`src/include/btc_pkg.sv`:
```
package btc_pkg;

	// ------------------------------------------------------------
	// register map
	// ------------------------------------------------------------
	localparam logic [7:0] ADDR_MAIN = 8'h0D;
	localparam logic [7:0] ADDR_MODE = 8'h0E;
	localparam logic [7:0] ADDR_STBY = 8'h0F;
	localparam logic [7:0] MASK_MAIN = 8'hFF;
	localparam logic [7:0] MASK_MODE = 8'h67;
	localparam logic [7:0] MASK_STBY = 8'h1F;
	localparam logic [7:0] RST_MAIN = 8'h1D;
	localparam logic [7:0] RST_MODE = 8'h06;
	localparam logic [7:0] RST_STBY = 8'h1D;
	localparam int MAIN_ON_BIT = 7;
	localparam int MAIN_RIPPLE_BIT = 6;
	localparam int MAIN_PWM_BIT = 5;
	localparam int MODE_STBY_BIT = 6;
	localparam int MODE_DISCH_BIT = 5;
	localparam logic [2:0] SLEW_IMMEDIATE = 3'h7;
	localparam logic [4:0] VCODE_ALIAS = 5'h1F;
	// value arbitrary
	localparam logic [6:0] DEV_ADDR_DEFAULT = 7'h2A;

	// ------------------------------------------------------------
	// timing
	// ------------------------------------------------------------
	localparam int CLK_PERIOD_NS = 4;
	localparam int STEP_UV = 80000;
	localparam int RATE_UVUS_0 = 480;
	localparam int RATE_UVUS_1 = 96;
	localparam int RATE_UVUS_2 = 1920;
	localparam int RATE_UVUS_3 = 3840;
	localparam int RATE_UVUS_4 = 7680;
	localparam int RATE_UVUS_5 = 15360;
	localparam int RATE_UVUS_6 = 30720;
	localparam int STEP_CYC_0 = STEP_UV * 1000 / (RATE_UVUS_0 * CLK_PERIOD_NS);
	localparam int STEP_CYC_1 = STEP_UV * 1000 / (RATE_UVUS_1 * CLK_PERIOD_NS);
	localparam int STEP_CYC_2 = STEP_UV * 1000 / (RATE_UVUS_2 * CLK_PERIOD_NS);
	localparam int STEP_CYC_3 = STEP_UV * 1000 / (RATE_UVUS_3 * CLK_PERIOD_NS);
	localparam int STEP_CYC_4 = STEP_UV * 1000 / (RATE_UVUS_4 * CLK_PERIOD_NS);
	localparam int STEP_CYC_5 = STEP_UV * 1000 / (RATE_UVUS_5 * CLK_PERIOD_NS);
	localparam int STEP_CYC_6 = STEP_UV * 1000 / (RATE_UVUS_6 * CLK_PERIOD_NS);

	// ------------------------------------------------------------
	// types
	// ------------------------------------------------------------
	typedef struct packed {
		logic [7:0] main;
		logic [7:0] mode;
		logic [7:0] stby;
	} btc_regs_t;

	typedef struct packed {
		logic start;
		logic stop;
		logic rise;
		logic fall;
		logic sda;
	} btc_bus_ev_t;

	// top code aliases the bottom one, so order by level
	function automatic logic [4:0] btcLevel(input logic [4:0] code);
		btcLevel = (code == VCODE_ALIAS) ? 5'h00 : code;
	endfunction : btcLevel

endpackage : btc_pkg

```
`src/logic/btc_slew.sv`:
```
module btc_slew #(
	parameter int CNT_W = 18,
	parameter int CYC_0 = 41666,
	parameter int CYC_1 = 208333,
	parameter int CYC_2 = 10416,
	parameter int CYC_3 = 5208,
	parameter int CYC_4 = 2604,
	parameter int CYC_5 = 1302,
	parameter int CYC_6 = 651
) (
	// clock and reset
	input wire logic clk,
	input wire logic rst,
	// settings
	input wire logic [4:0] targetCode,
	input wire logic [2:0] slewCode,
	// ramp
	output logic [4:0] rampCode
);
	import btc_pkg::*;

	logic [4:0] cur_q, cur_d;
	logic [CNT_W-1:0] cnt_q, cnt_d;
	logic [CNT_W-1:0] limit;

	always_comb begin
		case (slewCode)
			3'h0: limit = CNT_W'(CYC_0);
			3'h1: limit = CNT_W'(CYC_1);
			3'h2: limit = CNT_W'(CYC_2);
			3'h3: limit = CNT_W'(CYC_3);
			3'h4: limit = CNT_W'(CYC_4);
			3'h5: limit = CNT_W'(CYC_5);
			3'h6: limit = CNT_W'(CYC_6);
			default: limit = CNT_W'(1);
		endcase
	end

	// one code step is 80 mV; step period follows the slew setting
	always_comb begin
		cur_d = cur_q;
		cnt_d = '0;
		if (btcLevel(cur_q) == btcLevel(targetCode)) begin
			cur_d = targetCode;
		end else if (slewCode == SLEW_IMMEDIATE) begin
			cur_d = targetCode;
		end else if (cnt_q >= limit - CNT_W'(1)) begin
			if (btcLevel(cur_q) < btcLevel(targetCode)) begin
				cur_d = (cur_q == VCODE_ALIAS) ? 5'h01 : cur_q + 5'h01;
			end else begin
				cur_d = cur_q - 5'h01;
			end
		end else begin
			cnt_d = cnt_q + CNT_W'(1);
		end
	end

	always_ff @(posedge clk or posedge rst) begin
		if (rst) begin
			cur_q <= RST_MAIN[4:0];
			cnt_q <= '0;
		end else begin
			cur_q <= cur_d;
			cnt_q <= cnt_d;
		end
	end

	assign rampCode = cur_q;

endmodule : btc_slew

```
`src/logic/btc_regs.sv`:
```
module btc_regs #(
	parameter logic [6:0] DEV_ADDR = btc_pkg::DEV_ADDR_DEFAULT,
	parameter int STEP_CYC_0 = btc_pkg::STEP_CYC_0,
	parameter int STEP_CYC_1 = btc_pkg::STEP_CYC_1,
	parameter int STEP_CYC_2 = btc_pkg::STEP_CYC_2,
	parameter int STEP_CYC_3 = btc_pkg::STEP_CYC_3
) (
	// clock and reset
	input wire logic clk,
	input wire logic rst,
	// serial host pins
	input wire logic sclIn,
	input wire logic sdaIn,
	output logic sdaOut,
	output logic sdaOe,
	// converter controls
	output logic buckTwoOn,
	output logic rippleSelect,
	output logic forcePwmOnly,
	output logic standbySelect,
	output logic dischargeEnable,
	output logic [2:0] slewCode,
	output logic [4:0] targetCode,
	output logic [4:0] rampCode
);
	import btc_pkg::*;

	// ------------------------------------------------------------
	// register access helpers
	// ------------------------------------------------------------
	function automatic logic [7:0] readReg(input logic [7:0] a,
		input btc_regs_t r);
		case (a)
			ADDR_MAIN: readReg = r.main;
			ADDR_MODE: readReg = r.mode;
			ADDR_STBY: readReg = r.stby;
			default: readReg = 8'h00;
		endcase
	endfunction : readReg

	typedef enum logic [8:0] {
		S_IDLE = 9'h001,
		S_ADDR = 9'h002,
		S_ACKA = 9'h004,
		S_PTR = 9'h008,
		S_ACKP = 9'h010,
		S_WDAT = 9'h020,
		S_ACKW = 9'h040,
		S_RDAT = 9'h080,
		S_ACKR = 9'h100
	} btc_state_t;

	// ------------------------------------------------------------
	// pin synchronisers and glitch filter
	// ------------------------------------------------------------
	logic [2:0] sclSync_q, sclSync_d, sdaSync_q, sdaSync_d;
	logic sclF_q, sclF_d, sdaF_q, sdaF_d, sclP_q, sdaP_q;
	btc_bus_ev_t ev;

	always_comb begin
		sclSync_d = {sclSync_q[1:0], sclIn};
		sdaSync_d = {sdaSync_q[1:0], sdaIn};
		sclF_d = (sclSync_q[1] == sclSync_q[2]) ? sclSync_q[2] : sclF_q;
		sdaF_d = (sdaSync_q[1] == sdaSync_q[2]) ? sdaSync_q[2] : sdaF_q;
		ev.start = sclF_q & sclP_q & sdaP_q & ~sdaF_q;
		ev.stop = sclF_q & sclP_q & ~sdaP_q & sdaF_q;
		ev.rise = sclF_q & ~sclP_q;
		ev.fall = ~sclF_q & sclP_q;
		ev.sda = sdaF_q;
	end

	always_ff @(posedge clk or posedge rst) begin
		if (rst) begin
			sclSync_q <= 3'h7;
			sdaSync_q <= 3'h7;
			sclF_q <= 1'b1;
			sdaF_q <= 1'b1;
			sclP_q <= 1'b1;
			sdaP_q <= 1'b1;
		end else begin
			sclSync_q <= sclSync_d;
			sdaSync_q <= sdaSync_d;
			sclF_q <= sclF_d;
			sdaF_q <= sdaF_d;
			sclP_q <= sclF_q;
			sdaP_q <= sdaF_q;
		end
	end

	// ------------------------------------------------------------
	// serial protocol engine
	// ------------------------------------------------------------
	btc_state_t st_q, st_d;
	logic [3:0] bitCnt_q, bitCnt_d;
	logic [7:0] sh_q, sh_d, ptr_q, ptr_d, rdByte;
	logic oe_q, oe_d, nack_q, nack_d, wrStb;
	btc_regs_t regs_q, regs_d;

	assign rdByte = readReg(ptr_q, regs_q);

	always_comb begin
		st_d = st_q;
		bitCnt_d = bitCnt_q;
		sh_d = sh_q;
		ptr_d = ptr_q;
		oe_d = oe_q;
		nack_d = nack_q;
		wrStb = 1'b0;
		if (ev.start) begin
			st_d = S_ADDR;
			bitCnt_d = 4'h0;
			oe_d = 1'b0;
		end else if (ev.stop) begin
			st_d = S_IDLE;
			oe_d = 1'b0;
		end else if (ev.rise) begin
			case (st_q)
				S_ADDR, S_PTR, S_WDAT: begin
					sh_d = {sh_q[6:0], ev.sda};
					bitCnt_d = bitCnt_q + 4'h1;
				end
				S_RDAT: begin
					sh_d = {sh_q[6:0], 1'b0};
					bitCnt_d = bitCnt_q + 4'h1;
				end
				S_ACKR: nack_d = ev.sda;
				default: ;
			endcase
		end else if (ev.fall) begin
			case (st_q)
				S_ADDR: begin
					if (bitCnt_q == 4'h8) begin
						if (sh_q[7:1] == DEV_ADDR) begin
							st_d = S_ACKA;
							oe_d = 1'b1;
						end else begin
							st_d = S_IDLE;
						end
					end
				end
				S_ACKA: begin
					bitCnt_d = 4'h0;
					if (sh_q[0]) begin
						st_d = S_RDAT;
						sh_d = rdByte;
						oe_d = ~rdByte[7];
					end else begin
						st_d = S_PTR;
						oe_d = 1'b0;
					end
				end
				S_PTR: begin
					if (bitCnt_q == 4'h8) begin
						ptr_d = sh_q;
						st_d = S_ACKP;
						oe_d = 1'b1;
					end
				end
				S_WDAT: begin
					if (bitCnt_q == 4'h8) begin
						wrStb = 1'b1;
						ptr_d = ptr_q + 8'h01;
						st_d = S_ACKW;
						oe_d = 1'b1;
					end
				end
				S_ACKP, S_ACKW: begin
					st_d = S_WDAT;
					bitCnt_d = 4'h0;
					oe_d = 1'b0;
				end
				S_RDAT: begin
					if (bitCnt_q == 4'h8) begin
						st_d = S_ACKR;
						ptr_d = ptr_q + 8'h01;
						oe_d = 1'b0;
					end else begin
						oe_d = ~sh_q[7];
					end
				end
				S_ACKR: begin
					bitCnt_d = 4'h0;
					if (nack_q) begin
						st_d = S_IDLE;
					end else begin
						st_d = S_RDAT;
						sh_d = rdByte;
						oe_d = ~rdByte[7];
					end
				end
				default: st_d = S_IDLE;
			endcase
		end
	end

	// open drain: the pin is only ever pulled low
	always_ff @(posedge clk or posedge rst) begin
		if (rst) begin
			st_q <= S_IDLE;
			bitCnt_q <= 4'h0;
			sh_q <= 8'h00;
			ptr_q <= 8'h00;
			oe_q <= 1'b0;
			nack_q <= 1'b0;
			sdaOut <= 1'b0;
		end else begin
			st_q <= st_d;
			bitCnt_q <= bitCnt_d;
			sh_q <= sh_d;
			ptr_q <= ptr_d;
			oe_q <= oe_d;
			nack_q <= nack_d;
			sdaOut <= 1'b0;
		end
	end

	assign sdaOe = oe_q;

	// ------------------------------------------------------------
	// register bank
	// ------------------------------------------------------------
	logic [4:0] target_q, target_d;

	always_comb begin
		regs_d = regs_q;
		if (wrStb) begin
			case (ptr_q)
				ADDR_MAIN: regs_d.main = sh_q & MASK_MAIN;
				ADDR_MODE: regs_d.mode = sh_q & MASK_MODE;
				ADDR_STBY: regs_d.stby = sh_q & MASK_STBY;
				default: ;
			endcase
		end
		// standby picks which field the converter follows
		target_d = regs_q.mode[MODE_STBY_BIT] ? regs_q.stby[4:0] :
			regs_q.main[4:0];
	end

	always_ff @(posedge clk or posedge rst) begin
		if (rst) begin
			regs_q.main <= RST_MAIN;
			regs_q.mode <= RST_MODE;
			regs_q.stby <= RST_STBY;
			target_q <= RST_MAIN[4:0];
		end else begin
			regs_q <= regs_d;
			target_q <= target_d;
		end
	end

	assign buckTwoOn = regs_q.main[MAIN_ON_BIT];
	assign rippleSelect = regs_q.main[MAIN_RIPPLE_BIT];
	assign forcePwmOnly = regs_q.main[MAIN_PWM_BIT];
	assign standbySelect = regs_q.mode[MODE_STBY_BIT];
	assign dischargeEnable = regs_q.mode[MODE_DISCH_BIT];
	assign slewCode = regs_q.mode[2:0];
	assign targetCode = target_q;

	// ------------------------------------------------------------
	// output voltage ramp
	// ------------------------------------------------------------
	btc_slew #(
		.CNT_W(18),
		.CYC_0(STEP_CYC_0),
		.CYC_1(STEP_CYC_1),
		.CYC_2(STEP_CYC_2),
		.CYC_3(STEP_CYC_3),
		.CYC_4(btc_pkg::STEP_CYC_4),
		.CYC_5(btc_pkg::STEP_CYC_5),
		.CYC_6(btc_pkg::STEP_CYC_6)
	) uSlew (
		.clk(clk),
		.rst(rst),
		.targetCode(target_q),
		.slewCode(regs_q.mode[2:0]),
		.rampCode(rampCode)
	);

endmodule : btc_regs

```
`config.mk`:
```
export PLATFORM = sky130hd
export DESIGN_NAME = btc_regs
export DESIGN_NICKNAME = d
export VERILOG_FILES = /design/src/include/btc_pkg.sv /design/src/logic/btc_slew.sv /design/src/logic/btc_regs.sv
export SDC_FILE = /design/constraint.sdc
export NUM_CORES = 1
export LEC_CHECK = 0
export BUFFER_PORTS_ARGS = -buffer_cell sky130_fd_sc_hd__buf_2
export CAP_MARGIN = 30
export CORE_ASPECT_RATIO = 0.9
export CORE_MARGIN = 3
export CORE_UTILIZATION = 45
export DETAILED_ROUTE_END_ITERATION = 8
export PLACE_DENSITY = 0.62
export SLEW_MARGIN = 20
export SYNTH_ARGS = -nofsm -noshare
export SYNTH_HDL_FRONTEND = slang
export SYNTH_SLANG_ARGS = --single-unit
```
`constraint.sdc`:
```
create_clock -name clk -period 4.9 [get_ports clk]
set_clock_uncertainty 0.15 [all_clocks]
set_input_delay 1.225 -clock clk [delete_from_list [all_inputs] [get_ports clk]]
set_output_delay 1.225 -clock clk [all_outputs]
set_load 0.05 [all_outputs]
```
==> qor.yml <==
grt_use_total: 0.190
rows: 37
holdPathStages: 0
ios: 24
cts-buffers-inserted: 9
synth_nets: 625
final_nets: 624
rsz0062_at_grt: "no"
die_width_um: 122
fin_util: 0.506
startpoint_type: "flop"
post_cts_resized: 0
r2r_slack_ns: 1.26
tns_ns: 0
ctsHoldBuffers: 0
setup_slack_ns: 1.26
endpoint_kind: "flop"
numPlacedInstances: 727
ys_warn_count: 0
antenna_found_initial: 0
cts.path.max_buffers: 2
comb_power_share: 0.100
ys_seq_elements: 87
rr_worst_depth: 11
path_class: "reg -> reg"
yosys.cell_count.top_type: "nand2_1"
async_flop_share: 1.00
placed_area_um2: 5590
syn_to_final_growth_pct: 8.27
rr_endpoint: "uSlew.cnt_q[15]"
synth_commonest_cells: "nand2_1 (61), dfrtp_1 (58), nor2_1 (49), ha_1 (37), a21oi_1 (36)"
drive_above_1_share: 0.179
io_buffers: 22
critical_path_arrival_ns: 3.76
max_slew_margin: 0.482
synth_top_cell_by_area: "dfrtp_1"
p_leak_nw: 2.51
grt_pass1_vias: 4032
finalInstanceArea_um2: 5880
hold_violations: 0
postCtsSetupBuffers: 0
rr_startpoint: "slewCode[1]"
synth-edff-count: 0
power_density_nw_per_um2: 271
avgSynthCellArea_um2: 9.30
cp_slowest_stage_delay_ns: 0.74
fill_cells: 1054
path_buf_inv: 1
crit_required_ns: 5.02
crit_start: "slewCode[1]"
switching_share: 0.278
finalPower_mw: 1.59
dpl_worst_slack_ns: 1.29
status: "complete, no violations"
worst_skew_pair.late_latency_ns: 0.34
clkSlewWorstSetupHoldPaths_ns: 0.07
vias_per_cell: 5.76
min_from: "sclSync_q[0]"
maxCapViolCount: 0
ys.flop_type: "dfrtp_1"
cts_tree: "yes"
drtAntennaViolNets: 0
grt_max_degree: 47
drt_first_pass_iters: 6
final.period_utilization: 0.744
cts.htree.levels: 3
fmax_mhz: 274
synth_top_area_frac: 0.267
ir_worst_vdd_uv: 211
tightest_slew_ns: 0.775
maxSlewViolCount: 0
synthCells: 584
period_needed_ns: 3.64
cp_slowest_cell: "dfstp_2"
intPower_mw: 1.15
grt_pass1_wl_um: 20400
sequentialPowerShare: 0.490
initial_utilization: 0.467
cts_root_buf: "clkbuf_16"
path_delay_family: "compound AO/OA/AOI/OAI gates"
crit_chain: "nor2_1, nand2_1, a21boi_0, ha_1, o21ai_0, ha_1, and3_1, a221oi_1, o2111ai_2, buf_4, nor2_1"
core_um2: 11600
path_max_fanout: 22
wl_per_cell_um: 16.3
chipHeight_um: 110
ys_types: 69
synthTopCellsByArea: "dfrtp_1 (27%), dfstp_2 (14%), ha_1 (8.5%)"
clockPowerShare: 0.410
holdWs_ns: 0.207
hp-class: "reg -> reg"
routed_wl_um: 12100
drt-initial-drc-count: 347
holdPathEnd: "sclSync_q[1]"
synth_seq_area_share: 0.408
detailed_place_hpwl_um: 8610
cts_sinks: 87
globalRouteOverflowTotal: 0
gp_congestion: 0.925
synth_area_um2: 5430
drc: 0
p_switching_mw: 0.443
setup_viol: 0
antenna_cells: 0
final_cells: 744
dieArea_um2: 13400
vias: 4284
==> kinds of logic (layout without fill, tap and decap cells) <==
| family | count (synthesis) | count (layout) | share of synthesized area |
|---|---|---|---|
| xor+xnor | 23 | 23 | 0.0371 |
| other cells | 1 | 1 | 0.000691 |
| mux | 31 | 31 | 0.0636 |
| compound gates | 127 | 127 | 0.153 |
| simple gates | 215 | 215 | 0.201 |
| fa+ha+maj | 39 | 39 | 0.0889 |
| buf+inv | 61 | 65 | 0.0482 |
| flops | 87 | 87 | 0.408 |
==> state kept, by name, summed over array words and instances, names as in the netlist, 4 cells and up <==
signal,count
sh_q,8
regs_q,10
ptr_q,8
st_q,9
uSlew.cnt_q,18
bitCnt_q,4
targetCode,5
uSlew.rampCode,5
==> worst max-delay path by stage <==
stage	to	slack, ns	depth (start not counted)
floorplan	bitCnt_q[0]	1.32	1
CTS	uSlew.cnt_q[16]	1.25	11
global placement	uSlew.cnt_q[14]	1.32	11
detailed placement	uSlew.cnt_q[3]	1.29	11
finish	uSlew.cnt_q[15]	1.26	11
global route	uSlew.cnt_q[14]	0.87	11
==> cell usage in the layout (no fill, tap or decap), types with 6 or more instances in the layout <==
cell type and instances:
a21oi_1 36, and2_1 6, and3_1 8, buf_2 22
clkbuf_16 9, dfrtp_1 58, dfstp_2 29, ha_1 37
inv_1 22, mux2_2 23, nand2_1 61, nand2b_1 10
nand3_1 26, nand4_1 11, nor2_1 49, nor3_1 10
o21ai_0 22, o21ai_1 7, o31ai_1 8, xnor2_1 6
xor2_1 17
==> routing by layer <==
| metal | up-vias | GRT usage | wire length (um) |
|---|---|---|---|
| met5 | - | 0 | 0 |
| met4 | 0 | 0.0512 | 163 |
| met3 | 20 | 0.0347 | 592 |
| met2 | 100 | 0.303 | 5560 |
| met1 | 2068 | 0.267 | 5780 |
| li1 | 2096 | - | - |
==> final cells by class <==
type	count	area, um^2	area share
repair buffers	26	140	0.0238
well taps	156	195	0.0332
clock inverters	7	56.3	0.00958
clock buffers	9	225	0.0383
inverters	23	87.6	0.0149
multi-input cells	436	2960	0.504
flip-flops and latches	87	2210	0.376
==> power by group through the flow <==
stage / Clock, mW / Sequential, mW / Combinational, mW
6_report: 0.654 / 0.781 / 0.159
3_5_place_dp: 0 / 0.793 / 0.159
5_1_grt: 0.704 / 0.785 / 0.182
3_3_place_gp: 0 / 0.792 / 0.155
4_1_cts: 0.673 / 0.781 / 0.159
2_1_floorplan: 0 / 0.789 / 0.123
(Power assumes the default switching activity.)
